[src/hdl/uwl_pkg.sv]
package uwl_pkg;

    // ========
    // Timing counts
    // System clocks per 16x sample tick; no baud rate is fixed here
    localparam int BAUD_DIV_DEFAULT = 4;
    localparam logic [3:0] SUB_LAST = 4'hF;
    localparam logic [3:0] SAMPLE_A = 4'h7;
    localparam logic [3:0] SAMPLE_B = 4'h8;
    localparam logic [3:0] SAMPLE_C = 4'h9;

    // ========
    // Frame sizes in bit times
    localparam logic [3:0] CHAR_BITS_8 = 4'hA;
    localparam logic [3:0] CHAR_BITS_9 = 4'hB;
    localparam logic [3:0] DATA_BITS_8 = 4'h8;
    localparam logic [3:0] DATA_BITS_9 = 4'h9;

    // ========
    // Reset values
    localparam logic TX_EMPTY_RST = 1'b1;
    localparam logic TX_DONE_RST = 1'b1;
    localparam logic LINE_IDLE = 1'b1;
    localparam logic QUIET_ARMED_RST = 1'b1;

    typedef enum logic [1:0] {RX_IDLE, RX_START, RX_DATA, RX_STOP} uwl_rx_state_t;

    // ========
    // Shared arithmetic
    function automatic logic uwlMajority(input logic [2:0] s);
        uwlMajority = (s[0] & s[1]) | (s[0] & s[2]) | (s[1] & s[2]);
    endfunction

    // Parity over the data bits below the MSB position
    function automatic logic uwlParity(input logic [8:0] w, input logic nine,
                                       input logic odd);
        uwlParity = (nine ? ^w[7:0] : ^w[6:0]) ^ odd;
    endfunction

endpackage

[src/hdl/uwl_pin_sync.sv]
module uwl_pin_sync
    import uwl_pkg::*;
#(
    parameter logic RESET_LEVEL = 1'b1
) (
    input wire logic sys_clk,
    input wire logic rst_n,
    input wire logic pinIn,
    output logic pinLevel
);

    typedef struct packed {
        logic s1;
        logic s2;
        logic s3;
        logic level;
    } uwl_sync_t;

    uwl_sync_t sync_reg;
    uwl_sync_t sync_next;

    always_comb begin
        sync_next = sync_reg;
        sync_next.s1 = pinIn;
        sync_next.s2 = sync_reg.s1;
        sync_next.s3 = sync_reg.s2;
        // Change accepted only when the last two stages agree
        if (sync_reg.s2 == sync_reg.s3) begin
            sync_next.level = sync_reg.s3;
        end
    end

    always_ff @(posedge sys_clk) begin
        if (!rst_n) begin
            sync_reg <= '{s1: RESET_LEVEL, s2: RESET_LEVEL, s3: RESET_LEVEL,
                          level: RESET_LEVEL};
        end else begin
            sync_reg <= sync_next;
        end
    end

    assign pinLevel = sync_reg.level;

endmodule

[src/hdl/uwl_core.sv]
// Function
// - Wake select 0: idle line of 10 or 11 bit times clears receiver sleep.
// - The waking idle character sets neither line-quiet nor receive-full.
// - Quiet count start 0 counts after start bit; 1 only after stop bit.
// - Wake select 1: character with MSB one clears receiver sleep.
// - Address frame clears sleep before its stop bit and sets receive-full.
// - Three interrupt requests: transmit, receive and error groups.
// - Eight sources each have an enable; flags stay readable when masked.
// - Transmit-empty shows buffer room; interrupt requested while flag and enable.
// - Transmit-done set when everything sent and pin idles high.
// - Receive-full clears by status read while set, then data read.
// - Line-quiet clears by same sequence; rearms only after a new character.
// - Noise, framing, parity flags set with receive-full; never on overrun.
// - Character arriving while receive-full is set sets overrun, data lost.
// - Nine-bit mode adds ninth bit both ways, held in own bits.
// - Transmit ninth bit copied into shifter with data; it persists.
// - Stop modes halt the block; deep ones lose state, light keeps it.
// - Loop mode routes transmitter to receiver and releases receive pin.
// - Single-wire mode: receiver hears transmitter (direction 1) or transmit pin (direction 0); rx pin released.
// - Single-wire direction 0 makes transmit pin input; 1 drives it.
// - Single-wire direction 1: receiver hears every character transmitted.
// - Receiver sleep suppresses all receiver flags; software sets it by writing 1.
module uwl_core
    import uwl_pkg::*;
#(
    parameter int BAUD_DIV = BAUD_DIV_DEFAULT
) (
    input wire logic sys_clk,
    input wire logic rst_n,
    input wire logic rxPin,
    input wire logic txPinIn,
    output logic txPinOut,
    output logic txPinOe,
    output logic rxPinReleased,
    input wire logic txEnable,
    input wire logic rxEnable,
    input wire logic ninthBitMode,
    input wire logic wakeSelect,
    input wire logic quietCountStartSelect,
    input wire logic parityEn,
    input wire logic parityOdd,
    input wire logic internalLoopEn,
    input wire logic rxSourceSelect,
    input wire logic pinDriveDirection,
    input wire logic txNinthBit,
    input wire logic txEmptyIrqEn,
    input wire logic txDoneIrqEn,
    input wire logic rxFullIrqEn,
    input wire logic quietIrqEn,
    input wire logic overrunIrqEn,
    input wire logic noiseIrqEn,
    input wire logic framingIrqEn,
    input wire logic parityIrqEn,
    input wire logic dataWrite,
    input wire logic [7:0] writeData,
    input wire logic statusRead,
    input wire logic dataRead,
    input wire logic sleepWrite,
    input wire logic sleepWriteValue,
    input wire logic stopDeep,
    input wire logic stopLight,
    output logic [7:0] readData,
    output logic rxNinthBit,
    output logic receiverSleep,
    output logic txBufferEmpty,
    output logic txDoneFlag,
    output logic rxBufferFull,
    output logic lineQuietFlag,
    output logic overrunFlag,
    output logic noiseFlag,
    output logic framingErrorFlag,
    output logic parityErrorFlag,
    output logic txIrq,
    output logic rxIrq,
    output logic errIrq
);

    // ========
    // State
    typedef struct packed {
        logic [15:0] baudCnt;
        logic [7:0] txBufData;
        logic txEmpty;
        logic [10:0] txShift;
        logic [3:0] txLeft;
        logic [3:0] txSub;
        logic txBusy;
        logic txLine;
        logic txDone;
        logic txOe;
        uwl_rx_state_t rxState;
        logic [3:0] rxSub;
        logic [3:0] rxBit;
        logic [8:0] rxShift;
        logic [1:0] rxSamp;
        logic rxNoise;
        logic [3:0] idleCnt;
        logic idleCountOn;
        logic idleArmed;
        logic [7:0] rxData;
        logic rxNinth;
        logic rx_buffer_full;
        logic quiet;
        logic ovr;
        logic nf;
        logic fe;
        logic pf;
        logic armRdrf;
        logic armQuiet;
        logic armErr;
        logic sleep;
        logic irqTx;
        logic irqRx;
        logic irqErr;
        logic rxReleased;
    } uwl_state_t;

    localparam uwl_state_t RESET_STATE = '{txEmpty: TX_EMPTY_RST, txDone: TX_DONE_RST,
                                          txLine: LINE_IDLE, rxState: RX_IDLE,
                                          idleArmed: QUIET_ARMED_RST, idleCountOn: 1'b1,
                                          default: '0};

    uwl_state_t state_reg;
    uwl_state_t state_next;
    logic rxPinSync;
    logic txPinSync;

    uwl_pin_sync #(.RESET_LEVEL(LINE_IDLE)) rxSyncInst (
        .sys_clk(sys_clk),
        .rst_n(rst_n),
        .pinIn(rxPin),
        .pinLevel(rxPinSync)
    );

    uwl_pin_sync #(.RESET_LEVEL(LINE_IDLE)) txSyncInst (
        .sys_clk(sys_clk),
        .rst_n(rst_n),
        .pinIn(txPinIn),
        .pinLevel(txPinSync)
    );

    // ========
    // Next state
    always_comb begin
        uwl_state_t n;
        logic tick;
        logic rxIn;
        logic [3:0] charBits;
        logic [3:0] dataBits;
        logic [2:0] samples;
        logic bitVal;
        logic countOne;
        logic countZero;
        logic idleHit;
        logic charDone;
        logic [8:0] word;
        n = state_reg;
        tick = state_reg.baudCnt == 16'(BAUD_DIV - 1);
        rxIn = rxPinSync;
        charBits = ninthBitMode ? CHAR_BITS_9 : CHAR_BITS_8;
        dataBits = ninthBitMode ? DATA_BITS_9 : DATA_BITS_8;
        samples = {state_reg.rxSamp, rxIn};
        bitVal = 1'b0;
        countOne = 1'b0;
        countZero = 1'b0;
        idleHit = 1'b0;
        charDone = 1'b0;
        word = '0;
        n.baudCnt = tick ? 16'h0000 : state_reg.baudCnt + 16'h0001;

        // Receiver source selection
        if (internalLoopEn) begin
            if (rxSourceSelect && !pinDriveDirection) begin
                rxIn = txPinSync;
            end else begin
                rxIn = state_reg.txLine;
            end
            samples = {state_reg.rxSamp, rxIn};
        end
        n.rxReleased = internalLoopEn;

        // Two-step flag clearing; sets further down win the cycle
        if (dataRead) begin
            if (state_reg.armRdrf) begin
                n.rx_buffer_full = 1'b0;
            end
            if (state_reg.armQuiet) begin
                n.quiet = 1'b0;
            end
            if (state_reg.armErr) begin
                n.ovr = 1'b0;
                n.nf = 1'b0;
                n.fe = 1'b0;
                n.pf = 1'b0;
            end
            n.armRdrf = 1'b0;
            n.armQuiet = 1'b0;
            n.armErr = 1'b0;
        end
        if (statusRead) begin
            n.armRdrf = state_reg.rx_buffer_full;
            n.armQuiet = state_reg.quiet;
            n.armErr = state_reg.ovr | state_reg.nf | state_reg.fe | state_reg.pf;
        end

        // ========
        // Transmitter
        // Writes while the buffer is full are dropped
        if (dataWrite && state_reg.txEmpty) begin
            n.txBufData = writeData;
            n.txEmpty = 1'b0;
            n.txDone = 1'b0;
        end
        if (tick) begin
            if (state_reg.txBusy) begin
                if (state_reg.txSub == SUB_LAST) begin
                    n.txSub = 4'h0;
                    n.txShift = {1'b1, state_reg.txShift[10:1]};
                    n.txLine = state_reg.txShift[1];
                    n.txLeft = state_reg.txLeft - 4'h1;
                    if (state_reg.txLeft == 4'h1) begin
                        n.txBusy = 1'b0;
                        n.txLine = LINE_IDLE;
                        n.txDone = n.txEmpty;
                    end
                end else begin
                    n.txSub = state_reg.txSub + 4'h1;
                end
            end else if (!state_reg.txEmpty && txEnable) begin
                word = {txNinthBit, state_reg.txBufData};
                if (parityEn) begin
                    if (ninthBitMode) begin
                        word[8] = uwlParity(word, 1'b1, parityOdd);
                    end else begin
                        word[7] = uwlParity(word, 1'b0, parityOdd);
                    end
                end
                n.txShift = ninthBitMode ? {1'b1, word, 1'b0}
                                         : {2'b11, word[7:0], 1'b0};
                n.txLeft = charBits;
                n.txSub = 4'h0;
                n.txBusy = 1'b1;
                n.txLine = 1'b0;
                n.txEmpty = 1'b1;
            end
        end
        // Single-wire input direction lets the far end drive the pin
        n.txOe = (txEnable | n.txBusy) &
                 ~(internalLoopEn & rxSourceSelect & ~pinDriveDirection);

        // ========
        // Receiver
        if (!rxEnable) begin
            n.rxState = RX_IDLE;
            n.rxSub = 4'h0;
        end else if (tick) begin
            bitVal = uwlMajority(samples);
            case (state_reg.rxState)
                RX_IDLE: begin
                    n.idleCountOn = 1'b1;
                    if (!rxIn) begin
                        n.rxState = RX_START;
                        n.rxSub = 4'h0;
                        n.rxNoise = 1'b0;
                        n.idleCnt = 4'h0;
                        n.idleCountOn = !quietCountStartSelect;
                    end else begin
                        n.rxSub = state_reg.rxSub + 4'h1;
                        countOne = state_reg.rxSub == SUB_LAST;
                    end
                end
                RX_START, RX_DATA, RX_STOP: begin
                    n.rxSub = state_reg.rxSub + 4'h1;
                    if (state_reg.rxSub == SAMPLE_A || state_reg.rxSub == SAMPLE_B) begin
                        n.rxSamp = samples[1:0];
                    end
                    if (state_reg.rxSub == SAMPLE_C) begin
                        if (samples != 3'b000 && samples != 3'b111) begin
                            n.rxNoise = 1'b1;
                        end
                        if (state_reg.rxState == RX_START) begin
                            if (bitVal) begin
                                n.rxState = RX_IDLE; // False start, back to hunting
                            end
                        end else begin
                            countOne = bitVal & state_reg.idleCountOn;
                            countZero = ~bitVal;
                        end
                        if (state_reg.rxState == RX_DATA) begin
                            n.rxShift = {bitVal, state_reg.rxShift[8:1]};
                            if (state_reg.rxBit == dataBits - 4'h1 && bitVal &&
                                state_reg.sleep && wakeSelect) begin
                                n.sleep = 1'b0;
                            end
                        end
                        if (state_reg.rxState == RX_STOP) begin
                            charDone = 1'b1;
                            n.rxState = RX_IDLE;
                            n.rxSub = 4'h0;
                            if (quietCountStartSelect) begin
                                n.idleCnt = 4'h0;
                            end
                        end
                    end
                    if (state_reg.rxSub == SUB_LAST) begin
                        n.rxSub = 4'h0;
                        if (state_reg.rxState == RX_START) begin
                            n.rxState = RX_DATA;
                            n.rxBit = 4'h0;
                        end else if (state_reg.rxState == RX_DATA) begin
                            n.rxBit = state_reg.rxBit + 4'h1;
                            if (state_reg.rxBit == dataBits - 4'h1) begin
                                n.rxState = RX_STOP;
                            end
                        end
                    end
                end
                default: begin
                    n.rxState = RX_IDLE;
                end
            endcase
        end

        // Idle-line counting, saturating at one character time
        if (countZero) begin
            n.idleCnt = 4'h0;
        end else if (countOne && state_reg.idleCnt != charBits) begin
            n.idleCnt = state_reg.idleCnt + 4'h1;
            idleHit = (state_reg.idleCnt + 4'h1) == charBits;
        end

        if (idleHit) begin
            if (state_reg.sleep && !wakeSelect) begin
                n.sleep = 1'b0;
            end else if (!state_reg.sleep && state_reg.idleArmed) begin
                n.quiet = 1'b1;
                n.idleArmed = 1'b0;
            end
        end

        if (charDone && !state_reg.sleep) begin
            word = ninthBitMode ? n.rxShift : {1'b0, n.rxShift[8:1]};
            if (state_reg.rx_buffer_full) begin
                n.ovr = 1'b1;
            end else begin
                n.rxData = word[7:0];
                n.rxNinth = word[8];
                n.rx_buffer_full = 1'b1;
                n.idleArmed = 1'b1;
                n.nf = state_reg.nf | state_reg.rxNoise | n.rxNoise;
                n.fe = state_reg.fe | ~bitVal;
                n.pf = state_reg.pf | (parityEn &
                       (uwlParity(word, ninthBitMode, parityOdd) !=
                        (ninthBitMode ? word[8] : word[7])));
            end
        end

        // Software write wins over a hardware wake in the same cycle
        if (sleepWrite) begin
            n.sleep = sleepWriteValue;
        end

        // ========
        // Interrupt requests
        n.irqTx = (n.txEmpty & txEmptyIrqEn) | (n.txDone & txDoneIrqEn);
        n.irqRx = (n.rx_buffer_full & rxFullIrqEn) | (n.quiet & quietIrqEn);
        n.irqErr = (n.ovr & overrunIrqEn) | (n.nf & noiseIrqEn) |
                   (n.fe & framingIrqEn) | (n.pf & parityIrqEn);

        // Stop modes: deep ones lose everything, the light one freezes
        if (stopDeep) begin
            n = RESET_STATE;
        end else if (stopLight) begin
            n = state_reg;
        end
        state_next = n;
    end

    always_ff @(posedge sys_clk) begin
        if (!rst_n) begin
            state_reg <= RESET_STATE;
        end else begin
            state_reg <= state_next;
        end
    end

    // ========
    // Outputs
    assign txPinOut = state_reg.txLine;
    assign txPinOe = state_reg.txOe;
    assign rxPinReleased = state_reg.rxReleased;
    assign readData = state_reg.rxData;
    assign rxNinthBit = state_reg.rxNinth;
    assign receiverSleep = state_reg.sleep;
    assign txBufferEmpty = state_reg.txEmpty;
    assign txDoneFlag = state_reg.txDone;
    assign rxBufferFull = state_reg.rx_buffer_full;
    assign lineQuietFlag = state_reg.quiet;
    assign overrunFlag = state_reg.ovr;
    assign noiseFlag = state_reg.nf;
    assign framingErrorFlag = state_reg.fe;
    assign parityErrorFlag = state_reg.pf;
    assign txIrq = state_reg.irqTx;
    assign rxIrq = state_reg.irqRx;
    assign errIrq = state_reg.irqErr;

endmodule

[config.mk]
export PLATFORM = sky130hd
export DESIGN_NAME = uwl_core
export DESIGN_NICKNAME = d
export VERILOG_FILES = /design/src/hdl/uwl_pkg.sv /design/src/hdl/uwl_pin_sync.sv /design/src/hdl/uwl_core.sv
export SDC_FILE = /design/constraint.sdc
export NUM_CORES = 1
export LEC_CHECK = 0
export BUFFER_PORTS_ARGS = -buffer_cell sky130_fd_sc_hd__buf_2
export CORE_UTILIZATION = 53
export CTS_CLUSTER_SIZE = 14
export DETAILED_ROUTE_END_ITERATION = 16
export GPL_TIMING_DRIVEN = 0
export PLACE_DENSITY = 0.76
export SLEW_MARGIN = 10
export SYNTH_ARGS = -nofsm -noshare
export SYNTH_HDL_FRONTEND = slang
export SYNTH_SLANG_ARGS = --single-unit
[constraint.sdc]
create_clock -name sys_clk -period 2.6 [get_ports sys_clk]
set_input_delay 0 -clock sys_clk [delete_from_list [all_inputs] [get_ports sys_clk]]
set_output_delay 0 -clock sys_clk [all_outputs]
set_load 0.005 [all_outputs]
[Yosys cells after proc, flatten, opt, wreduce, memory -nomap -nowiden]
Cells that the tools add are included.
Cells by class
  $add $sub $neg: 7
  equality and inequality tests: 24
  multiplexer cells: 98
  bitwise gates (word level): 41
  reductions and logical operators: 41
Operators with widths (number)
  $mux 1: 52
  $mux 4: 10
  $mux 9: 4
  $mux 15: 2
  $mux 27: 1
  $mux 6: 4
  $mux 23: 1
  $mux 11: 2
  $mux 22: 1
  $mux 21: 1
  $mux 10: 2
  $mux 17: 1
  $add 16x1->16 const B: 1
  $add 4x1->4 const B: 4
  $and 1x1->1: 16
  $eq 16x2->1 const B: 1
  $eq 4x4->1 const B: 4
  $mux 16: 1
  $mux 2: 8
  $ne 4x4->1 const B: 4
  $reduce_xor 8->1: 2
  $or 1x1->1: 15
  $reduce_xor 7->1: 2
  $mux 3: 4
  31 further kinds: 68
Storage, ports and cells
  bits in registers: 107
  input port bits: 38

[Depth between registers and ports, before layout]
Gate-level depths: netlist of run 1.
  depth after elaboration: 31
  gate-level depth with buffers: 14
  gate-level depth less buffers: 12

[Cells and area by module]
A second synthesis of run 1 with hierarchy kept.
Second synthesis, totals
  cell total of the unflattened synthesis: 720
  area, all modules: 5645.4 µm²
By module, submodules not included
  uwl_core: instances 1, cells an instance 700, area each 5420.2 µm², seq. area each 1961.9 µm²
  uwl_pin_sync: instances 2, cells an instance 10, area each 112.6 µm², seq. area each 80.1 µm²

[Least setup slack after synthesis of run 1]
Ideal clock, no wire load.
  kind: register -> register
  from: register state_reg[49] (netlist name)
  to: register state_reg (netlist bit parityErrorFlag)
  setup time: 0.121 ns
  arrival time: 2.734 ns
  path slack: -0.255 ns
  cell stages (with the launch flop): 15
  path buffers: 2
  clock period less this slack: 2.855 ns
  path through: dfxtp_1 -> inv_1 -> ha_1 -> buf_2 -> and4bb_1 -> nand2_2 -> or4b_1 -> buf_4 -> nand2_4 -> o211ai_2 -> xnor2_1 -> xnor2_1 -> a21boi_2 -> o2111ai_1 -> nand2_1
On the way
  cells in the longest elaborated chain, start to end: 15
Ends and longest elaborated chain
  start, declared: line uwl_core.sv:123  | uwl_state_t state_reg;
  start signal, assigned: line uwl_core.sv:383  | state_reg <= state_next;
  $eq 2x2->1: line uwl_core.sv:258, uwl_core.sv:289
  $mux 9: line uwl_core.sv:289  | if (state_reg.rxState == RX_DATA) begin
  $mux 9: line uwl_core.sv:277  | if (state_reg.rxSub == SAMPLE_C) begin
  $mux 15: line uwl_core.sv:258  | case (state_reg.rxState)
  $mux 27: line uwl_core.sv:256  | end else if (tick) begin
  $mux 17: line uwl_core.sv:253  | if (!rxEnable) begin
  $mux 9: line uwl_core.sv:342  | word = ninthBitMode ? n.rxShift : {1'b0, n.rxShift[8:1]};
  $reduce_xor 8->1 / $reduce_xor 7->1 (equally long branches): line uwl_pkg.sv:37  | uwlParity = (nine ? ^w[7:0] : ^w[6:0]) ^ odd;
  $mux 1: line uwl_pkg.sv:37
  $xor 1x1->1: line uwl_pkg.sv:37
  $ne 1x1->1: line uwl_core.sv:353  | (uwlParity(word, ninthBitMode, parityOdd) !=
  $and 1x1->1: line uwl_core.sv:352  | n.pf = state_reg.pf | (parityEn &
  $or 1x1->1: line uwl_core.sv:352
  $mux 3: line uwl_core.sv:343  | if (state_reg.rx_buffer_full) begin
  $mux 4 (*): line uwl_core.sv:341  | if (charDone && !state_reg.sleep) begin
Mark *: on every way between the ends. The rest lies on a longest branch, timed or not. The select of a mux whose other input is x is not followed.
A chain may end at the register's enable or synchronous reset.

[Final worst setup path of run 1]
  from: register state_reg[95] (netlist name)
  to: register state_reg (netlist bit parityErrorFlag)
On the way
  cells in the longest elaborated chain, start to end: 12
Ends and longest elaborated chain
  $eq 16x2->1 (*): line uwl_core.sv:158  | tick = state_reg.baudCnt == 16'(BAUD_DIV - 1);
  $mux 27: line uwl_core.sv:256
  $mux 17: line uwl_core.sv:253
  $mux 9: line uwl_core.sv:342
  $reduce_xor 8->1 / $reduce_xor 7->1 (equally long branches): line uwl_pkg.sv:37
  $mux 1: line uwl_pkg.sv:37
  $xor 1x1->1: line uwl_pkg.sv:37
  $ne 1x1->1: line uwl_core.sv:353
  $and 1x1->1: line uwl_core.sv:352
  $or 1x1->1: line uwl_core.sv:352
  $mux 3: line uwl_core.sv:343
  $mux 4 (*): line uwl_core.sv:341
Marked as above.

==> results of run 1 <==
power breakdown:
part | internal, W | switching (W)
clock network | 0.000835 | 0.000578
registers | 0.00163 | 0.00000864
logic | 0.000106 | 0.000144
worst min path at each step:
stage,startpoint,end,slack (ns)
final,framingIrqEn,errIrq,0.02
after global routing,txEnable,txPinOe,0.03
after CTS,framingIrqEn,errIrq,0.003
after detailed placement,rxPin,rxSyncInst.sync_next[2],0.18
after global placement,rxPin,rxSyncInst.sync_next[2],0.18
after floorplan,rst_n,rxSyncInst.sync_next[1],0.07
stage by stage:
step           area, µm²  hold slack, ns  utilization (%)  setup slack, ns  instances
2_1_floorplan       5680          0.0730                -          -0.0960        725
3_3_place_gp        6140           0.180             59.5           -0.443        920
3_5_place_dp        6140           0.185             59.5           -0.506        920
4_1_cts             6850         0.00325             66.3           -0.175        972
5_1_grt             7120          0.0323             69.0           -0.391        987
6_report            7120          0.0155             69.0           -0.264        987
repair_timing:
item                       in CTS  in global routing
setup buffers                  15                 15
gates cloned                    0                  0
pin swaps                      13                 27
gates resized for setup        26                 37
setup endpoints to repair      38                 36
hold buffers                   23                  0
hold endpoints to repair       22                  0
cells by family (layout without fill, tap and decap cells):
group / after synthesis / count (layout)
xor gates and xnor gates: 31 / 31
DFF: 106 / 106
buffers and inverters: 60 / 186
AOI/OAI and AO/OA: 159 / 159
adders and majority gates: 15 / 15
muxes: 19 / 19
and+or+nand+nor: 335 / 335
worst max-delay path, cell delays in order, from the launching register on:
cell and delay, ns:
sky130_fd_sc_hd__dfxtp_2 0.36, sky130_fd_sc_hd__nor4_2 0.33, sky130_fd_sc_hd__nand4_1 0.29, sky130_fd_sc_hd__or4b_4 0.70, sky130_fd_sc_hd__o22a_1 0.21, sky130_fd_sc_hd__o21ai_2 0.08
sky130_fd_sc_hd__xnor2_1 0.11, sky130_fd_sc_hd__xnor2_1 0.26, sky130_fd_sc_hd__a21boi_2 0.25, sky130_fd_sc_hd__o2111ai_2 0.11, sky130_fd_sc_hd__nand2_1 0.10
cell usage after synthesis (3+ instances only):
cell,count
sky130_fd_sc_hd__nand2_1,109
sky130_fd_sc_hd__dfxtp_1,106
sky130_fd_sc_hd__nor2_1,91
sky130_fd_sc_hd__a21oi_1,58
sky130_fd_sc_hd__o21ai_0,32
sky130_fd_sc_hd__clkbuf_1,28
sky130_fd_sc_hd__nand3_1,23
sky130_fd_sc_hd__nor3_1,21
sky130_fd_sc_hd__xnor2_1,20
sky130_fd_sc_hd__mux2i_1,17
sky130_fd_sc_hd__inv_1,16
sky130_fd_sc_hd__ha_1,14
sky130_fd_sc_hd__nand2b_1,14
sky130_fd_sc_hd__nand4_1,12
sky130_fd_sc_hd__nor2b_1,12
sky130_fd_sc_hd__xor2_1,11
sky130_fd_sc_hd__buf_4,9
sky130_fd_sc_hd__o21ai_1,9
sky130_fd_sc_hd__or3_1,9
sky130_fd_sc_hd__a22oi_1,7
sky130_fd_sc_hd__a31oi_1,6
sky130_fd_sc_hd__and3_1,6
sky130_fd_sc_hd__nor4_1,6
sky130_fd_sc_hd__buf_1,5
sky130_fd_sc_hd__o21a_1,5
sky130_fd_sc_hd__o22ai_1,5
sky130_fd_sc_hd__a221oi_1,4
sky130_fd_sc_hd__and2_1,3
sky130_fd_sc_hd__nand3b_1,3
sky130_fd_sc_hd__nor3b_1,3
sky130_fd_sc_hd__o21ai_2,3
sky130_fd_sc_hd__o221ai_1,3
sky130_fd_sc_hd__o22a_1,3
sky130_fd_sc_hd__or4_1,3
cell type report:
cell class,instances,area (µm²)
Tap cell,136,170
Clock buffer,11,131
Timing Repair Buffer,112,774
Sequential cell,106,2140
Clock inverter,5,150
Fill cell,792,3200
Multi-Input combinational cell,559,3490
Inverter,16,62.6
Buffer,42,196
metal layers:
metal / up-vias / wire length, µm
met3: 70 / 1290
met5: - / 0
met2: 311 / 7800
met1: 2669 / 6950
li1: 2774 / -
met4: 0 / 659
==> results.rst, run 1 <==
.. list-table::
   :header-rows: 1

   * - Metric
     - Value
   * - Tot Pwr
     - roughly 0.0033 W
   * - Destination of the critical timing path
     - parityErrorFlag
   * - Sum of routed wire length over all layers
     - 16700 µm
   * - Core area
     - between 10000 and 15000 µm²
   * - Number of hold violations in the final report
     - 0
   * - Worst-case setup margin in the final layout
     - -0.264 ns
   * - Reg-to-reg critical path startpoint
     - state_reg[95]
   * - Synthesized area per cell
     - 7.77 µm²
   * - Main flop type after synthesis
     - sky130_fd_sc_hd__dfxtp_1
   * - Setup repair after global routing missed its margin
     - true
   * - GRT Residual Overflow
     - 0
   * - Worst Hold Class
     - input pin to register
   * - Initial core utilization
     - 54.6%
   * - Largest net degree at the start of global routing
     - 17
   * - Detailed Place HPWL
     - 10600 µm
   * - Iter 0 DRT Violations
     - roughly 490
   * - Fraction of synthesized area in multiplexers
     - ~3.4%
   * - GRT met3 Usage
     - 3.31%
   * - P per Cell Area
     - between 400 and 500 nW/µm²
   * - Critical path start-end classification
     - register to register
   * - Maximum capacitance violations
     - 0
   * - Number of cells on the worst reg-to-reg path
     - 10
   * - Clk pin slew, worst setup/hold paths
     - 0.10 ns
   * - Maximum buffer depth of the clock tree
     - 2
   * - Via/cell ratio
     - 5.90
   * - Clock insertion delay at the later pin of the skew report
     - 0.39 ns
   * - Met1 Use GR
     - 37.3%
   * - Post-route fraction of the period consumed by the critical path
     - 110%
   * - Final setup skew
     - between 0.008 and 0.009 ns
   * - Avg WL per Cell
     - 16.9 µm
   * - GP Congestion
     - 0.936
   * - CP startpoint kind
     - register
   * - Synthesis-stage register bit count
     - 106
   * - Number of nets with antenna violations after detailed routing
     - 0
   * - Min-Delay Path Depth
     - 5
   * - Remaining DRCs
     - 0
   * - Flip-flop count of the largest register after layout
     - 74
   * - Clock Sink Count
     - 106
   * - I/O pin cnt
     - 62
   * - Outcome
     - finished, violations left
   * - Fraction of layout cells with a size suffix above 1
     - 20.3%
   * - Source of the critical timing path
     - state_reg[95]
   * - Share of the yosys chip area belonging to registers
     - 37.6%
   * - Maximum frequency from static timing analysis
     - between 300 and 400 MHz
   * - Clock tree from TritonCTS
     - done
   * - Distinct cell type count after synthesis
     - 70
   * - Count of port buffers added during placement
     - 59
   * - Leading cell types by total area after synthesis
     - sky130_fd_sc_hd__dfxtp_1 38%, sky130_fd_sc_hd__nand2_1 7.3%, sky130_fd_sc_hd__nor2_1 6.1%
   * - Period minus WS final
     - 2.86 ns
   * - Layout area overhead
     - 26.3%
   * - Count of flip-flops with a built-in enable after synthesis
     - 0
   * - Reg2Reg Capture Point
     - parityErrorFlag
   * - Met2 routing resource usage after global routing
     - 48.3%
   * - Number of cell rows
     - 37
   * - Slew Limit Headroom
     - 47.3%
   * - Post-synthesis compound-gate area fraction
     - 17.6%
   * - Overall via count from detail_route
     - 5824
   * - Global-route total usage across every layer
     - 29.2%
   * - Number of instances in the synthesized netlist
     - between 700 and 800
   * - Static Leak
     - ~2.7 nW
   * - Slew @ Worst Pin
     - roughly 0.8 ns
   * - Number of nets in the finished design
     - 898
   * - Basic-gate share of the synthesized area counting and, or, nand and nor cells
     - 28.5%
   * - Number of buffers created by CTS
     - 9
   * - Number of warnings issued by yosys
     - 0
   * - Count of inserted antenna diode cells
     - 0
   * - Worst EP arrival
     - 3.21 ns
   * - Share of synthesized cell area in full adder, half adder and majority cells
     - 3.35%
   * - Most frequent standard cell in the layout excluding fill and tap cells
     - sky130_fd_sc_hd__nand2_1
   * - Peak supply drop
     - between 0.2 and 0.3 mV
   * - First drt pass iteration count
     - 7
   * - Total nets after synthesis
     - 777
   * - Setup-failing EPs final
     - 4
   * - Total die area
     - 11100 µm²
   * - Violated checks
     - negative setup slack
   * - Clock root buffer master
     - sky130_fd_sc_hd__clkbuf_8
   * - Synth Area in XOR/XNOR
     - 4.82%
   * - Async set-or-reset flop fraction in the synthesized netlist
     - 0%
   * - Die outline width
     - about 110 µm
   * - Yosys top cell by area
     - sky130_fd_sc_hd__dfxtp_1
   * - Antenna violations before repair
     - 0
   * - H-tree level count
     - 3
   * - Wire length of the first global-routing pass
     - about 26000 µm
   * - Final slew viol count
     - 0
   * - Worst setup EP type
     - register
   * - Area share of the leading cell type in the synthesized netlist
     - 37.6%
   * - Largest fanout of any net on the critical path
     - 8
   * - Vias in the first global route
     - between 5000 and 6000
   * - Slack of the worst reg-to-reg path
     - -0.26 ns
   * - DIE HEIGHT
     - 105 µm
   * - Critical path data required time
     - 2.94 ns
   * - Setup TNS
     - -0.629 ns
   * - Most frequent cells in the layout
     - 108 x sky130_fd_sc_hd__nand2_1, 94 x sky130_fd_sc_hd__dfxtp_1, 86 x sky130_fd_sc_hd__nor2_1
   * - Synthesized area
     - 5640 µm²
   * - Dominant combinational cell family by area after synthesis
     - simple AND/OR/NAND/NOR gates
   * - Most crowded layer after global routing
     - met2
(Power assumes the default switching activity.)
==> run 2: changes to the inputs <==
--- a/config.mk
+++ b/config.mk
@@ -5,7 +5,7 @@
 export SDC_FILE = /design/constraint.sdc
 export NUM_CORES = 1
 export LEC_CHECK = 0
-export BUFFER_PORTS_ARGS = -buffer_cell sky130_fd_sc_hd__buf_2
+export BUFFER_PORTS_ARGS = -buffer_cell sky130_fd_sc_hd__clkbuf_2
 export CORE_UTILIZATION = 53
 export CTS_CLUSTER_SIZE = 14
 export DETAILED_ROUTE_END_ITERATION = 16
==> run 2 against run 1 <==
Compared with the run above: the flow still finishes with violations (negative setup slack); wire length fell by 4.7%; final cell count fell by 1.5%; register-to-register slack worse by 0.04 ns; setup slack worse by 0.037 ns; fmax fell by 1.3%; die area unchanged; count of clock-buffer cells in the layout fell by 1; sequential cell count stayed put; hold slack got worse by 0.00054 ns; critical path depth up 1.
==> results.rst, run 2 (same netlist as run 1, synthesis figures left out) <==
.. list-table::
   :header-rows: 1

   * - Metric
     - Value
   * - Via/cell ratio
     - 5.84
   * - Setup repair after global routing missed its margin
     - true
   * - Iter 0 DRT Violations
     - 460
   * - I/O pin cnt
     - 62
   * - GRT Residual Overflow
     - 0
   * - Detailed Place HPWL
     - ~11000 µm
   * - Worst EP arrival
     - 3.24 ns
   * - Slew @ Worst Pin
     - 0.804 ns
   * - Area taken by flip-flops and latches
     - 2140 µm²
   * - Die outline width
     - 105 µm
   * - Global-route total usage across every layer
     - ~30%
   * - Worst Hold Class
     - input pin to register
   * - Vias in the first global route
     - 5528
   * - Multi-input logic area
     - roughly 3400 µm²
   * - Most frequent standard cell in the layout excluding fill and tap cells
     - sky130_fd_sc_hd__nand2_1
   * - Maximum capacitance violations
     - 0
   * - Number of nets in the finished design
     - 884
   * - Cell type with the highest occurrence count on the critical path
     - sky130_fd_sc_hd__xnor2_1
   * - Clk pin slew, worst setup/hold paths
     - about 0.10 ns
   * - Final slew viol count
     - 0
   * - Period minus WS final
     - 2.90 ns
   * - P per Cell Area
     - 442 nW/µm²
   * - Cell with the largest stage delay on the worst path
     - sky130_fd_sc_hd__or4b_4
   * - Worst-case setup margin in the final layout
     - -0.301 ns
   * - Core area
     - about 10000 µm²
   * - Slew Limit Headroom
     - 46.4%
   * - Clock root buffer master
     - sky130_fd_sc_hd__clkbuf_8
   * - Flip-flop count of the largest register after layout
     - 74
   * - Violated checks
     - negative setup slack
   * - Outcome
     - finished, violations left
   * - Biggest cell delay along the critical path
     - 0.69 ns
   * - Clock Sink Count
     - 106
   * - Antenna violations before repair
     - 0
   * - Initial core utilization
     - 54.6%
   * - Fraction of layout cells with a size suffix above 1
     - approximately 17%
   * - CP startpoint kind
     - register
   * - Count of inserted antenna diode cells
     - 0
   * - Post-route fraction of the period consumed by the critical path
     - 112%
   * - Peak supply drop
     - 0.233 mV
   * - Critical path start-end classification
     - register to register
   * - Maximum buffer depth of the clock tree
     - 2
   * - Static Leak
     - approximately 2.5 nW
   * - Minimum setup slack after placement
     - -0.510 ns
   * - GP Congestion
     - 0.942
   * - Setup-failing EPs final
     - 2
   * - First drt pass iteration count
     - 5
   * - Layout area overhead
     - 21.0%
   * - Avg WL per Cell
     - 16.4 µm
   * - Number of nets with antenna violations after detailed routing
     - 0
   * - Number of cell rows
     - 37
   * - H-tree level count
     - 3
   * - Overall via count from detail_route
     - 5679
   * - Sum of routed wire length over all layers
     - approximately 16000 µm
   * - Number of hold violations in the final report
     - 0
   * - Remaining DRCs
     - 0
   * - Number of buffers created by CTS
     - 9
   * - Maximum frequency from static timing analysis
     - roughly 340 MHz
   * - Tot Pwr
     - 0.00302 W
   * - Worst setup EP type
     - register
   * - Cells traversed along the worst timing path
     - ha_4 -> nor3b_4 -> nand4_1 -> or4b_4 -> o22a_1 -> o21ai_2 -> xnor2_1 -> xnor2_1 -> a21boi_2 -> o2111ai_2 -> nand2_1
   * - Largest fanout of any net on the critical path
     - 8
   * - Critical path data required time
     - 2.94 ns
   * - Total die area
     - between 10000 and 15000 µm²
   * - Clock insertion delay at the later pin of the skew report
     - 0.40 ns
   * - Most frequent cells in the layout
     - 109 x sky130_fd_sc_hd__nand2_1, 100 x sky130_fd_sc_hd__dfxtp_1, 86 x sky130_fd_sc_hd__nor2_1
   * - Layout fillers
     - roughly 860
   * - DIE HEIGHT
     - 105 µm
   * - Largest net degree at the start of global routing
     - 17
   * - Clock tree from TritonCTS
     - done
   * - Count of port buffers added during placement
     - 59
   * - Final setup skew
     - between 0.01 and 0.015 ns
   * - Wire length of the first global-routing pass
     - about 26000 µm
run 2: layout make-up:
type / instances / area share [%]
well taps: 136 / 2.49
plain buffers: 42 / 2.88
multi-input cells: 559 / 49.9
clock inverters: 5 / 1.17
flip-flops and latches: 106 / 31.3
clock buffers: 10 / 1.87
repair buffers: 98 / 9.48
inverters: 16 / 0.917
run 2: critical path: cells and delay by family (launching register included):
| kind | cells | cell delay, ns |
|---|---|---|
| xor gates and xnor gates | 2 | 0.38 |
| AOI/OAI and AO/OA | 4 | 0.68 |
| adders and majority gates | 1 | 0.17 |
| and+or+nand+nor | 4 | 1.23 |
| DFF | 1 | 0.38 |
run 2: timing repair:
action | in CTS | in global routing
hold endpoints to repair | 22 | 0
setup endpoints to repair | 37 | 36
hold buffers | 22 | 0
pin swaps | 15 | 13
resized for setup | 28 | 11
setup buffers | 16 | 4
run 2: where the power goes:
| group | internal [W] | leakage [nW] | switching (W) |
|---|---|---|---|
| combinational | 0.000105 | 1.57 | 0.000144 |
| clock | 0.000536 | 0.0984 | 0.000590 |
| sequential | 0.00163 | 0.860 | 0.00000892 |
run 2: path summary, 6_finish.rpt:
path	startpoint	slack [ns]	cells after the start	endpoint
hold reg to reg	rxSyncInst.sync_next[2]	0.42	1	rxSyncInst.sync_next[1]
hold / removal	statusRead	0.01	4	state_reg[5]
setup reg to reg	state_reg[84]	-0.30	11	parityErrorFlag
setup / recovery	state_reg[84]	-0.30	11	parityErrorFlag
run 2: per-stage QoR:
step           hold WS, ns  setup TNS [ns]  instances  utilization, %  cell area (µm²)
3_5_place_dp         0.185           -7.41        920            59.5             6140
6_report            0.0149          -0.542        972            66.1             6820
2_1_floorplan       0.0730          -0.118        725               -             5680
4_1_cts            0.00180          -0.388        970            65.5             6770
3_3_place_gp         0.180           -6.00        920            59.5             6140
5_1_grt             0.0192          -0.821        972            66.1             6820
run 2: layer usage:
| metal | vias up | part of all wire (%) | track usage, % |
|---|---|---|---|
| li1 | 2738 | - | - |
| met1 | 2625 | 43 | 37.0 |
| met2 | 272 | 47 | 49.5 |
| met3 | 44 | 7.2 | 4.49 |
| met4 | 0 | 3.1 | 16.0 |
| met5 | - | 0 | 0 |
